File: src/include/cbt_pkg.sv
// Constants, types and helpers shared by the CAN bit-timing blocks.
package cbt_pkg;

  // ------------------------------------------------------------------
  // Bus geometry
  // ------------------------------------------------------------------
  localparam int unsigned ADDR_W    = 12;
  localparam int unsigned BUS_W     = 32;
  localparam int unsigned CFG_W     = 16;

  // ------------------------------------------------------------------
  // Register map and layout
  // ------------------------------------------------------------------
  localparam logic [ADDR_W-1:0] CFG2_OFFSET = 12'h000;
  localparam logic [CFG_W-1:0]  CFG2_RESET  = 16'h0000;
  localparam logic [CFG_W-1:0]  CFG2_WMASK  = 16'h47FF;
  localparam int unsigned WAKE_BIT    = 14;
  localparam int unsigned PH2_LSB     = 8;
  localparam int unsigned PH2_SEL_BIT = 7;
  localparam int unsigned TRIPLE_BIT  = 6;
  localparam int unsigned PH1_LSB     = 3;
  localparam int unsigned PROP_LSB    = 0;
  localparam int unsigned FIELD_W     = 3;
  localparam int unsigned LEN_W       = 4;

  // ------------------------------------------------------------------
  // Timing in time quanta
  // ------------------------------------------------------------------
  localparam logic [LEN_W-1:0] SYNC_LEN          = 4'h1;
  localparam logic [LEN_W-1:0] PROC_TIME_DEFAULT = 4'h2;

  // ------------------------------------------------------------------
  // Bus encodings
  // ------------------------------------------------------------------
  localparam logic [2:0] HSIZE_BYTE = 3'h0;
  localparam logic [2:0] HSIZE_HALF = 3'h1;

  typedef enum logic [1:0] {
    CBT_SYNC,
    CBT_PROP,
    CBT_PH1,
    CBT_PH2
  } cbt_seg_e;

  // A 3-bit length code stands for code + 1 quanta.
  function automatic logic [LEN_W-1:0] seg_len(
    input logic [FIELD_W-1:0] code
  );
    seg_len = {1'b0, code} + 4'h1;
  endfunction : seg_len

  function automatic logic [LEN_W-1:0] max_len(
    input logic [LEN_W-1:0] a,
    input logic [LEN_W-1:0] b
  );
    max_len = (a > b) ? a : b;
  endfunction : max_len

  // Write mask over the two low byte lanes that hold the register.
  function automatic logic [CFG_W-1:0] lane_mask(
    input logic [2:0] size,
    input logic [1:0] addr
  );
    logic [CFG_W-1:0] m;
    m = 16'h0000;
    if (size == HSIZE_BYTE) begin
      if (addr == 2'h0) m = 16'h00FF;
      if (addr == 2'h1) m = 16'hFF00;
    end else if (size == HSIZE_HALF) begin
      if (addr[1] == 1'b0) m = 16'hFFFF;
    end else begin
      m = 16'hFFFF;
    end
    lane_mask = m;
  endfunction : lane_mask

  function automatic logic majority(input logic [2:0] v);
    majority = (v[0] & v[1]) | (v[0] & v[2]) | (v[1] & v[2]);
  endfunction : majority

endpackage : cbt_pkg

File: src/rtl/cbt_ahb_slave.sv
// AHB-Lite slave front end for the bit-timing configuration register.
`timescale 1ns/10ps
module cbt_ahb_slave (
  // Clock, reset and enable
  input  wire logic                       mclk_i,
  input  wire logic                       rst_i,
  input  wire logic                       en_i,
  // AHB-Lite
  input  wire logic                       hsel_i,
  input  wire logic [cbt_pkg::ADDR_W-1:0] haddr_i,
  input  wire logic [1:0]                 htrans_i,
  input  wire logic                       hwrite_i,
  input  wire logic [2:0]                 hsize_i,
  input  wire logic [cbt_pkg::BUS_W-1:0]  hwdata_i,
  input  wire logic                       hready_i,
  output logic                            hreadyout_o,
  output logic                            hresp_o,
  output logic [cbt_pkg::BUS_W-1:0]       hrdata_o,
  // Register side
  input  wire logic [cbt_pkg::CFG_W-1:0]  rd_data_i,
  output logic                            wr_en_o,
  output logic [cbt_pkg::CFG_W-1:0]       wr_data_o,
  output logic [cbt_pkg::CFG_W-1:0]       wr_mask_o
);
  import cbt_pkg::*;

  logic             wr_pend;
  logic [CFG_W-1:0] mask_q;
  wire  addr_ok  = (haddr_i[ADDR_W-1:2] == CFG2_OFFSET[ADDR_W-1:2]);
  wire  take     = hsel_i & htrans_i[1] & hready_i & en_i;
  wire  take_wr  = take & hwrite_i & addr_ok;
  wire  take_rd  = take & ~hwrite_i;

  // A frozen block stretches the transfer rather than dropping it.
  assign hreadyout_o = en_i;
  assign hresp_o     = 1'b0;
  assign wr_en_o     = wr_pend & en_i;
  assign wr_data_o   = hwdata_i[CFG_W-1:0];
  assign wr_mask_o   = mask_q;

  always_ff @(posedge mclk_i or posedge rst_i) begin
    if (rst_i) begin
      wr_pend  <= 1'b0;
      mask_q   <= 16'h0000;
      hrdata_o <= 32'h0000_0000;
    end else if (en_i) begin
      wr_pend <= take_wr;
      mask_q  <= lane_mask(hsize_i, haddr_i[1:0]);
      if (take_rd) begin
        hrdata_o <= addr_ok ? {16'h0000, rd_data_i} : 32'h0000_0000;
      end
    end
  end

endmodule : cbt_ahb_slave

File: src/rtl/cbt_sampler.sv
// Bus line sampler taking one or three samples at the sample point.
`timescale 1ns/10ps
module cbt_sampler (
  // Clock, reset and enable
  input  wire logic mclk_i,
  input  wire logic rst_i,
  input  wire logic en_i,
  // Timing strobes
  input  wire logic tq_tick_i,
  input  wire logic sample_pt_i,
  input  wire logic triple_i,
  // Bus line
  input  wire logic rx_i,
  output logic      bit_o,
  output logic      bit_valid_o
);
  import cbt_pkg::*;

  logic [1:0] hist;
  wire  [2:0] window = {hist, rx_i};
  wire  take         = en_i & tq_tick_i & sample_pt_i;
  // Triple mode votes over the two preceding quanta and this one.
  wire  next_bit     = triple_i ? majority(window) : rx_i;

  always_ff @(posedge mclk_i or posedge rst_i) begin
    if (rst_i) begin
      hist        <= 2'b11;
      bit_o       <= 1'b1;
      bit_valid_o <= 1'b0;
    end else if (en_i) begin
      if (tq_tick_i) hist <= {hist[0], rx_i};
      if (take) bit_o <= next_bit;
      bit_valid_o <= take;
    end
  end

  chk_single_sample: assert property (
    @(posedge mclk_i) disable iff (rst_i)
    (take && !triple_i) |=> (bit_valid_o && bit_o == $past(rx_i)))
    else $error("single sample does not follow the line");

  chk_triple_vote: assert property (
    @(posedge mclk_i) disable iff (rst_i)
    (take && triple_i) |=>
      (bit_o == majority({$past(hist), $past(rx_i)})))
    else $error("triple sample vote is wrong");

  cov_triple_split: cover property (
    @(posedge mclk_i) disable iff (rst_i)
    take && triple_i && (window == 3'b101));

endmodule : cbt_sampler

File: src/rtl/cbt_timing.sv
// CAN bit-timing configuration register two and its bit-segment engine.
//
// Operation
// - Phase two length code gives code plus one quanta, one to eight.
// - Phase one length code gives code plus one quanta, up to eight.
// - Select bit set: programmed phase two length is used directly.
// - Select bit clear: phase two is max of phase one and processing time.
// - Sample-count bit set takes three samples, clear takes one.
//
// Chosen here: the register offsets and register access over AHB-Lite.
`timescale 1ns/10ps
module cbt_timing #(
  parameter logic [cbt_pkg::LEN_W-1:0] PROC_TIME_QUANTA =
    cbt_pkg::PROC_TIME_DEFAULT
) (
  // Clock, reset and enable
  input  wire logic                       mclk_i,
  input  wire logic                       rst_i,
  input  wire logic                       en_i,
  // AHB-Lite register bus
  input  wire logic                       hsel_i,
  input  wire logic [cbt_pkg::ADDR_W-1:0] haddr_i,
  input  wire logic [1:0]                 htrans_i,
  input  wire logic                       hwrite_i,
  input  wire logic [2:0]                 hsize_i,
  input  wire logic [cbt_pkg::BUS_W-1:0]  hwdata_i,
  input  wire logic                       hready_i,
  output logic                            hreadyout_o,
  output logic                            hresp_o,
  output logic [cbt_pkg::BUS_W-1:0]       hrdata_o,
  // Time quantum and bus line
  input  wire logic                       tq_tick_i,
  input  wire logic                       rx_i,
  // Bit timing results
  output logic [cbt_pkg::LEN_W-1:0]       propagation_length_o,
  output logic [cbt_pkg::LEN_W-1:0]       phase_one_length_o,
  output logic [cbt_pkg::LEN_W-1:0]       phase_two_length_o,
  output logic                            triple_sample_enable_o,
  output logic                            wake_line_filter_enable_o,
  output logic                            sample_point_o,
  output logic                            bit_end_o,
  output logic                            rx_bit_o,
  output logic                            rx_bit_valid_o
);
  import cbt_pkg::*;

  // ------------------------------------------------------------------
  // Register bus
  // ------------------------------------------------------------------
  logic [CFG_W-1:0] cfg;
  logic [CFG_W-1:0] next_cfg;
  logic             wr_en;
  logic [CFG_W-1:0] wr_data;
  logic [CFG_W-1:0] wr_mask;

  cbt_ahb_slave u_bus (
    .mclk_i      (mclk_i),
    .rst_i       (rst_i),
    .en_i        (en_i),
    .hsel_i      (hsel_i),
    .haddr_i     (haddr_i),
    .htrans_i    (htrans_i),
    .hwrite_i    (hwrite_i),
    .hsize_i     (hsize_i),
    .hwdata_i    (hwdata_i),
    .hready_i    (hready_i),
    .hreadyout_o (hreadyout_o),
    .hresp_o     (hresp_o),
    .hrdata_o    (hrdata_o),
    .rd_data_i   (next_cfg),
    .wr_en_o     (wr_en),
    .wr_data_o   (wr_data),
    .wr_mask_o   (wr_mask)
  );

  // Reads see the value after a write still in its data phase, so a
  // write followed at once by a read of the same word is never stale.
  wire [CFG_W-1:0] lane_sel = wr_mask & CFG2_WMASK;
  assign next_cfg = wr_en ? ((cfg & ~lane_sel) | (wr_data & lane_sel))
                          : cfg;

  always_ff @(posedge mclk_i or posedge rst_i) begin
    if (rst_i) begin
      cfg <= CFG2_RESET;
    end else if (en_i) begin
      cfg <= next_cfg;
    end
  end

  // ------------------------------------------------------------------
  // Field decode
  // ------------------------------------------------------------------
  wire [FIELD_W-1:0] ph2_code  = cfg[PH2_LSB +: FIELD_W];
  wire [FIELD_W-1:0] ph1_code  = cfg[PH1_LSB +: FIELD_W];
  wire [FIELD_W-1:0] prop_code = cfg[PROP_LSB +: FIELD_W];
  wire               ph2_sel   = cfg[PH2_SEL_BIT];

  wire [LEN_W-1:0] prop_len = seg_len(prop_code);
  wire [LEN_W-1:0] ph1_len  = seg_len(ph1_code);
  wire [LEN_W-1:0] ph2_prog = seg_len(ph2_code);
  // Automatic mode keeps phase two long enough for the controller to
  // finish processing the bit just sampled.
  wire [LEN_W-1:0] ph2_auto = max_len(ph1_len, PROC_TIME_QUANTA);
  wire [LEN_W-1:0] ph2_len  = ph2_sel ? ph2_prog : ph2_auto;

  assign propagation_length_o      = prop_len;
  assign phase_one_length_o        = ph1_len;
  assign phase_two_length_o        = ph2_len;
  assign triple_sample_enable_o    = cfg[TRIPLE_BIT];
  assign wake_line_filter_enable_o = cfg[WAKE_BIT];

  // ------------------------------------------------------------------
  // Segment engine
  // ------------------------------------------------------------------
  cbt_seg_e         seg;
  cbt_seg_e         next_seg;
  logic [LEN_W-1:0] qcnt;
  logic [LEN_W-1:0] cur_len;

  always_comb begin
    cur_len  = SYNC_LEN;
    next_seg = seg;
    unique case (seg)
      CBT_SYNC: begin
        cur_len  = SYNC_LEN;
        next_seg = CBT_PROP;
      end
      CBT_PROP: begin
        cur_len  = prop_len;
        next_seg = CBT_PH1;
      end
      CBT_PH1: begin
        cur_len  = ph1_len;
        next_seg = CBT_PH2;
      end
      CBT_PH2: begin
        cur_len  = ph2_len;
        next_seg = CBT_SYNC;
      end
    endcase
  end

  // The compare is "at least" so that shortening a field while a
  // segment runs ends the segment at once instead of wrapping.
  wire [LEN_W-1:0] qcnt_inc = qcnt + 4'h1;
  wire tick    = en_i & tq_tick_i;
  wire seg_end = tick & (qcnt_inc >= cur_len);

  assign sample_point_o = seg_end & (seg == CBT_PH1);
  assign bit_end_o      = seg_end & (seg == CBT_PH2);

  always_ff @(posedge mclk_i or posedge rst_i) begin
    if (rst_i) begin
      seg  <= CBT_SYNC;
      qcnt <= 4'h0;
    end else if (tick) begin
      if (seg_end) begin
        seg  <= next_seg;
        qcnt <= 4'h0;
      end else begin
        qcnt <= qcnt_inc;
      end
    end
  end

  // ------------------------------------------------------------------
  // Sampling
  // ------------------------------------------------------------------
  cbt_sampler u_sample (
    .mclk_i      (mclk_i),
    .rst_i       (rst_i),
    .en_i        (en_i),
    .tq_tick_i   (tq_tick_i),
    .sample_pt_i (sample_point_o),
    .triple_i    (cfg[TRIPLE_BIT]),
    .rx_i        (rx_i),
    .bit_o       (rx_bit_o),
    .bit_valid_o (rx_bit_valid_o)
  );

  // ------------------------------------------------------------------
  // Checks
  // ------------------------------------------------------------------
  wire full_wr = wr_en && (wr_mask == 16'hFFFF);

  chk_ph2_programmed: assert property (
    @(posedge mclk_i) disable iff (rst_i)
    (full_wr && wr_data[PH2_SEL_BIT]) |=>
      (phase_two_length_o ==
       {1'b0, $past(wr_data[PH2_LSB +: FIELD_W])} + 4'h1))
    else $error("phase two length differs from code plus one");

  chk_ph2_direct: assert property (
    @(posedge mclk_i) disable iff (rst_i)
    (ph2_sel && ph2_code == 3'h7) |-> (phase_two_length_o == 4'h8))
    else $error("programmed phase two not used directly");

  chk_ph1_length: assert property (
    @(posedge mclk_i) disable iff (rst_i)
    full_wr |=>
      (phase_one_length_o ==
       {1'b0, $past(wr_data[PH1_LSB +: FIELD_W])} + 4'h1))
    else $error("phase one length differs from code plus one");

  chk_prop_length: assert property (
    @(posedge mclk_i) disable iff (rst_i)
    full_wr |=>
      (propagation_length_o ==
       {1'b0, $past(wr_data[PROP_LSB +: FIELD_W])} + 4'h1))
    else $error("propagation length differs from code plus one");

  chk_ph2_auto: assert property (
    @(posedge mclk_i) disable iff (rst_i)
    !ph2_sel |->
      (phase_two_length_o >= phase_one_length_o) &&
      (phase_two_length_o >= PROC_TIME_QUANTA) &&
      ((phase_two_length_o == phase_one_length_o) ||
       (phase_two_length_o == PROC_TIME_QUANTA)))
    else $error("automatic phase two is not the greater length");

  chk_sample_gap: assert property (
    @(posedge mclk_i) disable iff (rst_i)
    (sample_point_o && tq_tick_i) |=>
      (seg == CBT_PH2 && qcnt == 4'h0))
    else $error("sample point does not open phase two");

  cov_auto_proc: cover property (
    @(posedge mclk_i) disable iff (rst_i)
    !ph2_sel && (PROC_TIME_QUANTA > ph1_len) && bit_end_o);

  cov_full_bit: cover property (
    @(posedge mclk_i) disable iff (rst_i)
    sample_point_o ##[1:64] bit_end_o);

  cov_triple_point: cover property (
    @(posedge mclk_i) disable iff (rst_i)
    sample_point_o && triple_sample_enable_o);

  cov_wait_state: cover property (
    @(posedge mclk_i) disable iff (rst_i)
    hsel_i && htrans_i[1] && !hreadyout_o);

  // ------------------------------------------------------------------
  // Bus and engine checks
  // ------------------------------------------------------------------
  // A read is taken on the same terms as in the bus front end; between
  // such edges the read data must stand for the master.
  wire rd_take = hsel_i & htrans_i[1] & hready_i & en_i & ~hwrite_i;

  chk_bus_okay: assert property (
    @(posedge mclk_i) disable iff (rst_i)
    hresp_o == 1'b0)
    else $error("register bus answered with an error");

  chk_read_upper: assert property (
    @(posedge mclk_i) disable iff (rst_i)
    hrdata_o[BUS_W-1:CFG_W] == 16'h0000)
    else $error("upper read data is not zero");

  chk_read_stands: assert property (
    @(posedge mclk_i) disable iff (rst_i)
    !rd_take |=> $stable(hrdata_o))
    else $error("read data changed without a read");

  chk_reserved_zero: assert property (
    @(posedge mclk_i) disable iff (rst_i)
    (cfg & ~CFG2_WMASK) == 16'h0000)
    else $error("reserved register bits are not zero");

  chk_write_lands: assert property (
    @(posedge mclk_i) disable iff (rst_i)
    full_wr |=> (cfg == ($past(wr_data) & CFG2_WMASK)))
    else $error("word write did not land in the register");

  chk_frozen_state: assert property (
    @(posedge mclk_i) disable iff (rst_i)
    !en_i |=> ($stable(cfg) && $stable(seg) && $stable(qcnt)))
    else $error("state moved while the block was frozen");

  chk_strobes_apart: assert property (
    @(posedge mclk_i) disable iff (rst_i)
    !(sample_point_o && bit_end_o))
    else $error("sample point and bit end in one cycle");

  chk_count_bound: assert property (
    @(posedge mclk_i) disable iff (rst_i)
    qcnt <= 4'h7)
    else $error("quantum count passed the longest segment");

  chk_sync_single: assert property (
    @(posedge mclk_i) disable iff (rst_i)
    (tick && seg == CBT_SYNC) |-> seg_end)
    else $error("sync segment is longer than one quantum");

  chk_prop_opens: assert property (
    @(posedge mclk_i) disable iff (rst_i)
    (seg_end && seg == CBT_SYNC) |=> (seg == CBT_PROP && qcnt == 4'h0))
    else $error("propagation segment does not follow sync");

  chk_bit_wraps: assert property (
    @(posedge mclk_i) disable iff (rst_i)
    bit_end_o |=> (seg == CBT_SYNC && qcnt == 4'h0))
    else $error("bit end does not return to sync");

  chk_valid_follows: assert property (
    @(posedge mclk_i) disable iff (rst_i)
    sample_point_o |=> rx_bit_valid_o)
    else $error("no sampled bit after the sample point");

endmodule : cbt_timing

File: config.mk
export PLATFORM = sky130hd
export DESIGN_NAME = cbt_timing
export DESIGN_NICKNAME = d
export VERILOG_FILES = /design/src/include/cbt_pkg.sv /design/src/rtl/cbt_ahb_slave.sv /design/src/rtl/cbt_sampler.sv /design/src/rtl/cbt_timing.sv
export SDC_FILE = /design/constraint.sdc
export NUM_CORES = 1
export LEC_CHECK = 0
export BUFFER_PORTS_ARGS = -buffer_cell sky130_fd_sc_hd__buf_4
export CAP_MARGIN = 25
export CELL_PAD_IN_SITES_DETAIL_PLACEMENT = 1
export CELL_PAD_IN_SITES_GLOBAL_PLACEMENT = 1
export CORE_MARGIN = 4
export CORE_UTILIZATION = 32
export CTS_BUF_LIST = sky130_fd_sc_hd__clkbuf_8
export DETAILED_ROUTE_END_ITERATION = 8
export PLACE_DENSITY_LB_ADDON = 0.1
export SYNTH_ARGS = -nofsm -noshare
export SYNTH_HDL_FRONTEND = slang
export SYNTH_SLANG_ARGS = --single-unit
File: constraint.sdc
create_clock -name mclk_i -period 2.45 [get_ports mclk_i]
set_input_delay 0.1225 -clock mclk_i [delete_from_list [all_inputs] [get_ports mclk_i]]
set_output_delay 0.1225 -clock mclk_i [all_outputs]
set_load 0.01 [all_outputs]
==> results.md, run 1 <==
- Cells fill 46.5% of the core in the end.
- The kind of start point of the critical path is a flip-flop.
- Detailed placement ended at an HPWL of between 4000 and 5000 um.
- The top cell type by total area after synthesis is sky130_fd_sc_hd__dfrtp_1.
- The via-per-instance ratio is between 4 and 5.
- The async set or reset register ratio after synthesis is between 90% and 100%.
- The final layout contains about 350 nets.
- The area of the core is approximately 6500 um^2.
- The cell area that synthesis handed to floorplanning was roughly 2200 um^2.
- The startpoint-to-endpoint class of the critical path is reg -> out.
- The via count of the first global-routing pass is approximately 1,900.
- The library cell used most frequently in the layout, excluding fill and tap cells, is sky130_fd_sc_hd__buf_4.
- Setup repair after global routing could not meet its margin everywhere.
- The period utilization is 108%.
- The area occupied by multi-input gates is between 1000 and 1500 um^2.
- The TritonCTS clock tree is built.
- The global routing usage summed across all routing layers is between 10 and 15%.
- The area share of the leading cell type in the synthesized netlist is between 30% and 40%.
- The first routing iteration left 34 violations.
- For this block, the via count after detailed routing is roughly 1,700.
- The worst min-delay path category is in -> reg.
- The initial antenna violation count came to 0.
- After detailed routing, the total wire length is roughly 5500 um.
- After layout, the worst setup slack is -0.205 ns.
- The die is 90.2 um wide.
- The final reports fail on setup timing.
- Cells with a size suffix above 1 make up between 50 and 60% of the layout.
- The final number of max-transition violations is 0.
- The final sum of negative setup slack is -0.564 ns.
- Before antenna repair, the detailed router went through 4 iterations.
- In this run the critical register-to-register path is captured at u_sample.bit_o.
- The count of yosys warnings during synthesis is 0.
- The synthesized design contains 37 register bits.
- The height of the die is roughly 90 um.
- After detailed routing, the number of remaining DRC violations is 0.
- The worst setup path endpoint is sample_point_o.
- The worst-case vdd ir drop is roughly 0.28 mV.
- Clock-pin slew was measured on the worst setup and hold paths at about 0.070 ns.
- After synthesis, the cell types taking the most area are sky130_fd_sc_hd__dfrtp_1 (39%), sky130_fd_sc_hd__buf_4 (7.6%), sky130_fd_sc_hd__ha_1 (6.9%).
- The total overflow reported by the global router is 0.
- For the worst setup path, the data required time is about 2.3 ns.
- Once the floorplan was initialized, standard cells occupied about 33% of the core.
- The layout overhead on the synthesized area is 38.8%.
- The routability-driven placement congestion ratio is a little over 0.7.
- The library cells used most frequently in the layout, excluding fill and tap cells, are sky130_fd_sc_hd__buf_4 (85), sky130_fd_sc_hd__dfrtp_1 (34), sky130_fd_sc_hd__conb_1 (21).
- The tree built by TritonCTS fans out to 37 sinks.
- The most used flip-flop cell after synthesis is sky130_fd_sc_hd__dfrtp_1.
- The count of boundary I/O pins is roughly 110.
- The non-filler instance count after layout is between 300 and 400.
- The first global-routing pass estimated 8980 um of wire.
- The worst register-to-register path has a depth of 12.
- In this run the critical register-to-register path is launched from cfg[3].
- Synthesis instantiated 50 different standard cells from the library.
- The number of H-tree levels is 2.
- The cell chosen for the clock root is sky130_fd_sc_hd__clkbuf_8.
- The overall die area is a little over 8000 um^2.
- The critical path data arrival time is 2.53 ns.
- The number of antenna diodes in the final layout is 0.
- In this run the worst path has a maximum fanout of 4.
- The number of fill cells in the layout is between 700 and 800.
- Entering global routing, the biggest net connects 38 pins.
- The total placed cells including tap cells is 338.
- The routed design could run at a clock period as short as around 2.7 ns.
- The fmax is approximately 380 MHz.
- The number of max-cap violations is 0.
- The final number of hold-violating endpoints came to 0.
- The flow ran to the end, but the final reports show violations.
- The worst hold path startpoint is hwrite_i.
- TritonCTS created 5 clock buffers.
- The transition time at the pin with the least slew margin is about 0.8 ns.
- Measured against its own limit, the worst slew margin works out to 47.7%.
- The minimum hold slack is around 0.059 ns.
- Registers take 930 um^2.
- Tracing the worst setup path back leads to its startpoint at cfg[9].
- Power comes to 1.90 mW.
- The post-synthesis instance total is ~190.
- The number of rows created at floorplan is 29.
- The worst setup path is captured at an output port.
- The share of the Yosys chip area taken by registers is about 43%.
- Setup slack on the worst reg-to-reg path comes out at -0.07 ns.
- During placement, the flow inserted port buffers numbering between 60 and 70.
- The number of routed nets with antenna violations is 0.
- After detailed routing, the average wire length per cell comes to 15.5 um.
- The clock latency of the later-clocked register in the worst-skew pair is ~0.29 ns.
- Yosys mapped a number of flops with a built-in enable equal to 0.
- The maximum number of buffers from clock root to sink is 2.
- Setup violations remaining at the end of the flow were counted as 6.
- The average cell area after synthesis is around 12 um^2.
- In this run the power density over the cells is 633 nW/um^2.
- In this run the static leakage power is 1.55 nW.
- The setup clock skew after layout is 0.00722 ns.
==> flip-flops by register name, summed over array words and instances, names as in the netlist <==
signal	cells
u_sample.bit_o	1
u_bus.hrdata_o	12
u_bus.wr_mask_o	2
u_bus.wr_pend	1
cfg	12
seg	2
u_sample.bit_valid_o	1
qcnt	4
u_sample.hist	2
==> critical path, stage by stage, from the launching register on <==
cell                       delay [ns]
sky130_fd_sc_hd__dfrtp_1         0.39
sky130_fd_sc_hd__ha_1            0.29
sky130_fd_sc_hd__nand2b_4        0.13
sky130_fd_sc_hd__o31a_1          0.13
sky130_fd_sc_hd__a222oi_1        0.22
sky130_fd_sc_hd__or2_1           0.15
sky130_fd_sc_hd__ha_1            0.23
sky130_fd_sc_hd__o211ai_1        0.19
sky130_fd_sc_hd__o21ai_2         0.11
sky130_fd_sc_hd__and3_4          0.19
sky130_fd_sc_hd__buf_6           0.11
sky130_fd_sc_hd__buf_6           0.11
==> layer usage <==
layer / vias up / track usage, % / part of all wire, %
met5: - / 0 / 0
met4: 0 / 4.21 / 1.3
met3: 7 / 4.26 / 6.8
met2: 52 / 22.5 / 50
met1: 851 / 16.8 / 42
li1: 810 / - / -
==> kinds of logic after synthesis <==
kind of cell | Yosys count | share of synthesized area, %
simple gates | 38 | 12.3
xor+xnor | 5 | 2.02
other cells | 1 | 0.173
flops | 37 | 43.0
mux | 17 | 10.2
fa+ha+maj | 12 | 6.94
compound gates | 37 | 14.0
buf+inv | 39 | 11.3
==> worst min path at each step <==
stage | slack (ns) | depth (start not counted) | end
2_1_floorplan | 0.25 | 1 | u_bus.wr_pend
3_3_place_gp | 0.29 | 3 | u_bus.wr_mask_o[13]
3_5_place_dp | 0.29 | 3 | u_bus.wr_mask_o[13]
4_1_cts | 0.05 | 2 | u_bus.wr_pend
5_1_grt | 0.05 | 2 | cfg[4]
6_report | 0.06 | 2 | u_bus.wr_pend
==> Yosys cell counts (2+ instances only) <==
master	n
sky130_fd_sc_hd__a21o_1	2
sky130_fd_sc_hd__a21oi_1	6
sky130_fd_sc_hd__a222oi_1	2
sky130_fd_sc_hd__a22o_1	2
sky130_fd_sc_hd__a22oi_1	2
sky130_fd_sc_hd__a32o_1	8
sky130_fd_sc_hd__a32o_2	4
sky130_fd_sc_hd__and2_1	2
sky130_fd_sc_hd__and3_1	2
sky130_fd_sc_hd__buf_4	22
sky130_fd_sc_hd__buf_6	2
sky130_fd_sc_hd__clkbuf_1	3
sky130_fd_sc_hd__dfrtp_1	34
sky130_fd_sc_hd__dfstp_2	3
sky130_fd_sc_hd__ha_1	12
sky130_fd_sc_hd__inv_1	10
sky130_fd_sc_hd__mux2_1	2
sky130_fd_sc_hd__mux2_2	7
sky130_fd_sc_hd__mux2_4	8
sky130_fd_sc_hd__nand2_1	6
sky130_fd_sc_hd__nand2b_1	4
sky130_fd_sc_hd__nand3_1	2
sky130_fd_sc_hd__nor2_1	6
sky130_fd_sc_hd__nor2b_1	2
sky130_fd_sc_hd__nor4_2	2
sky130_fd_sc_hd__o21ai_0	2
sky130_fd_sc_hd__o22a_1	2
sky130_fd_sc_hd__or2_1	2
sky130_fd_sc_hd__xnor2_1	2
sky130_fd_sc_hd__xor2_1	3
==> power breakdown <==
group          internal (mW)  total, mW  switching (mW)
combinational          0.407      0.759           0.352
sequential             0.675      0.720          0.0441
clock                  0.196      0.422           0.226
total                   1.28       1.90           0.621
==> stage by stage <==
stage / area, um^2 / setup slack [ns]
2_1_floorplan: 2250 / 0.0150
3_3_place_gp: 2770 / 0.000336
3_5_place_dp: 2770 / -0.0210
4_1_cts: 2940 / -0.292
5_1_grt: 3000 / -0.365
6_report: 3000 / -0.205
==> layout make-up <==
cell class                      instances  share of cell area (%)
Clock buffer                            5                    2.29
Clock inverter                          3                   0.583
Inverter                               11                    1.38
Multi-Input combinational cell        130                    38.1
Sequential cell                        37                    31.0
Tap cell                               77                    3.21
Timing Repair Buffer                   91                    23.5
==> what timing repair did <==
action | 4_1_cts | 5_1_grt
resized for setup | 9 | 12
pin swaps | 9 | 12
buffers inserted | 6 | 2
hold buffers | 1 | 0
setup endpoints to repair | 3 | 10
hold endpoints to repair | 34 | 0
No activity file was read; power rests on OpenSTA's default activity.
==> run 2, diff against run 1 <==
--- a/config.mk
+++ b/config.mk
@@ -9,10 +9,11 @@
 export CAP_MARGIN = 25
 export CELL_PAD_IN_SITES_DETAIL_PLACEMENT = 1
 export CELL_PAD_IN_SITES_GLOBAL_PLACEMENT = 1
-export CORE_MARGIN = 4
-export CORE_UTILIZATION = 32
+export CORE_MARGIN = 2
+export CORE_UTILIZATION = 25
 export CTS_BUF_LIST = sky130_fd_sc_hd__clkbuf_8
 export DETAILED_ROUTE_END_ITERATION = 8
+export MAX_ROUTING_LAYER = met4
 export PLACE_DENSITY_LB_ADDON = 0.1
 export SYNTH_ARGS = -nofsm -noshare
 export SYNTH_HDL_FRONTEND = slang
==> run 2 against run 1 <==
Net effect: the flow still finishes with violations (setup timing); register-to-register slack got worse by 0.03 ns; clock-buffer cell count did not move; largest power group unchanged; critical endpoint unchanged; fmax is 1.1% lower; sequential power about the same; highest routed layer unchanged; critical path depth is the same; worst hold slack got worse by 0.0027 ns; die area rose by 16%; wire length is 2.5% higher; clock power is 26% higher; largest cell class unchanged; cell area grew 1.5%.
==> results.md, run 2 (synthesis gave the netlist of run 1 again) <==
- The area of placed instances is 2800 um^2 (was 2770 um^2).
- The height of the die is 97.0 um (was 90.2 um).
- The non-filler instance count after layout is 382 (was 354).
- The die extent in x is 97.0 um (was 90.2 um).
- The initial core utilization was 26.1% (was 33.5%).
- The number of buffers created by CTS is 5 (unchanged).
- The worst min-delay path category was in -> reg (unchanged).
- The minimum hold slack was 0.0566 ns (was 0.0593 ns).
- Status: finished, violations left (unchanged).
- The final setup violation count is 4 (was 6).
- The number of H-tree levels is 2 (unchanged).
- The number of max-cap violations is 0 (unchanged).
- The total wire length after detailed routing came to 5630 um (was 5490 um).
- The startpoint-to-endpoint class of the critical path was reg -> out (unchanged).
- Sequence of cells on the critical path: ha_1, nand2b_4, o31a_1, a222oi_1, or2_1, ha_4, o211ai_1, o21ai_2, and3_4, buf_6, buf_6 (was ha_1, nand2b_4, o31a_1, a222oi_1, or2_1, ha_1, o211ai_1, o21ai_2, and3_4, buf_6, buf_6).
- The final design area excluding fillers is 3050 um^2 (was 3000 um^2).
- The area of the core came to 8300 um^2 (was 6460 um^2).
- The count of vias placed by the detailed router is 1,723 (was 1,720).
- The overall die area is 9410 um^2 (was 8140 um^2).
- The setup clock skew after layout came to 0.00653 ns (was 0.00722 ns).
- The number of nets in the layout is 345 (unchanged).
- The nature of the critical path endpoint was an output port (unchanged).
- The share of post-route cells with drive strength above 1 is 51.6% (unchanged).
- The routability-driven placement congestion ratio is 0.731 (was 0.716).
- The layout overhead on the synthesized area is 40.9% (was 38.8%).
- The transition time at the pin with the least slew margin is 0.769 ns (was 0.779 ns).
- The number of rows created at floorplan came to 33 (was 29).
- The headroom to the max-slew limit is 48.3% (was 47.7%).
- The final number of max-transition violations is 0 (unchanged).
- The detailed-router iteration count before antenna repair is 5 (was 4).
- The total power came to 2.05 mW (was 1.90 mW).
- The TritonCTS clock tree is built (unchanged).
- The maximum number of buffers from clock root to sink is 2 (unchanged).
- The slack of the critical path was -0.234 ns (was -0.205 ns).
- The via count of the first global-routing pass is 1,831 (was 1,853).
- The leakage power total is 1.57 nW (was 1.55 nW).
- The final number of hold-violating endpoints is 0 (unchanged).
- The total power density per cell area is 673 nW/um^2 (was 633 nW/um^2).
- Violations in the final reports: setup timing (unchanged).
- The length in cells of the worst reg-to-reg path was 10 (was 12).
- The initial antenna violation count is 0 (unchanged).
- The clock slew at the register clock pins of the worst setup and hold paths came to 0.08 ns (was 0.07 ns).
- The kind of start point of the critical path is a flip-flop (unchanged).
- The peak per-stage delay on the critical path is 0.39 ns (about the same).
- RSZ-0062 raised after global routing: true (unchanged).
- The most frequent standard cell in the layout excluding fill and tap cells is sky130_fd_sc_hd__buf_4 (unchanged).
- The final sum of negative setup slack is -0.641 ns (was -0.564 ns).
- The number of routed nets with antenna violations is 0 (unchanged).
- The total overflow reported by the global router is 0 (unchanged).
- The via-per-instance ratio is 4.51 (was 4.86).
- The cell chosen for the clock root is sky130_fd_sc_hd__clkbuf_8 (unchanged).
- The data required time at the worst endpoint came to 2.33 ns (about the same).
- The core utilization of the finished layout was 36.7% (was 46.5%).
- The global routing usage summed across all routing layers came to 12.7% (was 13.6%).
- The fmax is 373 MHz (was 377 MHz).
- The setup slack after placement is -0.0381 ns (was -0.0210 ns).
- The number of antenna repair diodes is 0 (unchanged).
- The worst hold path depth is 2 (unchanged).
- Registers with the highest flip-flop counts: cfg: 12 flops, u_bus.hrdata_o: 12 flops, qcnt: 4 flops (unchanged).
- The total clock sinks is 37 (unchanged).
- The total placed cells including tap cells is 366 (was 338).
- The count of boundary I/O pins was 109 (unchanged).
- The total DRC errors in the routed layout is 0 (unchanged).
- The minimum clock period after layout was 2.68 ns (was 2.66 ns).
- The worst-case vdd ir drop is 0.262 mV (was 0.279 mV).
- The most numerous cell type found on the critical path is sky130_fd_sc_hd__buf_6.
- The critical path data arrival time is 2.56 ns (was 2.53 ns).
- The global-route wire length before repair is 9250 um (was 8980 um).
- The worst-path cell with the longest stage delay was sky130_fd_sc_hd__dfrtp_1 (unchanged).
- The first-iteration detailed-routing DRC count is 68 (was 34).
- The maximum number of pins on one net before global-route repair is 38 (unchanged).
- The count of input and output buffers is 66 (unchanged).
- The total half-perimeter wirelength after legalization and detailed placement came to 4250 um (was 4270 um).
- The period utilization is 110% (was 108%).
- The clock latency of the later-clocked register in the worst-skew pair is 0.29 ns (about the same).
- Top library cells by usage in the layout, fill and taps aside: sky130_fd_sc_hd__buf_4 (86), sky130_fd_sc_hd__dfrtp_1 (32), sky130_fd_sc_hd__conb_1 (21) (was sky130_fd_sc_hd__buf_4 (85), sky130_fd_sc_hd__dfrtp_1 (34), sky130_fd_sc_hd__conb_1 (21)).
- The routed length per placed instance was 14.7 um (was 15.5 um).
- The largest fanout of any net on the critical path was 4 (unchanged).
==> run 2: cell types whose count changed in the layout (fill, tap and decap cells not counted), moves of 2 or more <==
| cell | before | now |
|---|---|---|
| sky130_fd_sc_hd__clkinv_2 | 2 | 0 |
| sky130_fd_sc_hd__o21ai_0 | 0 | 2 |
| sky130_fd_sc_hd__inv_1 | 9 | 11 |
| sky130_fd_sc_hd__dfrtp_1 | 34 | 32 |
| sky130_fd_sc_hd__dfrtp_2 | 0 | 2 |
==> run 2: path summary, 6_finish.rpt <==
kind / startpoint / to / slack [ns]
max: cfg[9] / sample_point_o / -0.23
min: hwrite_i / u_bus.wr_pend / 0.06
max reg2reg: cfg[3] / seg[1] / -0.10
min reg2reg: u_sample.bit_valid_o / u_sample.bit_valid_o / 0.49
max in group asynchronous: rst_i / cfg[3] / 1.56
min in group asynchronous: rst_i / qcnt[2] / 0.51
==> run 2: report_power, final <==
| part | total (mW) | internal (mW) | switching [mW] | leakage (nW) |
|---|---|---|---|---|
| Clock | 0.531 | 0.302 | 0.230 | 0.0595 |
| Combinational | 0.798 | 0.433 | 0.365 | 1.02 |
| Sequential | 0.722 | 0.675 | 0.0463 | 0.488 |
==> run 2: layer usage <==
layer / GRT usage [%] / wire, um
met5: - / 0
met4: 3.90 / 61
met3: 2.46 / 199
met2: 21.7 / 2950
met1: 15.1 / 2420
==> run 2: worst max-delay path: cells and delay by family, from the launching register on <==
family / cells / cell delay (ns)
buffers and inverters: 2 / 0.19
adder cells (fa/ha/maj): 2 / 0.55
AO/OA/AOI/OAI: 4 / 0.55
flip-flops: 1 / 0.39
AND/OR/NAND/NOR: 3 / 0.59
==> run 2: what timing repair did <==
action                                  in CTS  in global routing
pin swaps                                    9                 10
hold buffers                                 1                  0
endpoints found under the setup margin       5                 10
gates resized for setup                      7                 11
buffers inserted                             3                  4
endpoints found under the hold margin       34                  0
==> run 2: layout make-up <==
class | count | area [um^2]
repair buffers | 91 | 701
inverters | 11 | 41.3
clock buffers | 5 | 68.8
fillers | 934 | 5250
clock inverters | 3 | 42.5
well taps | 105 | 131
multi-input cells | 130 | 1130
flip-flops and latches | 37 | 932
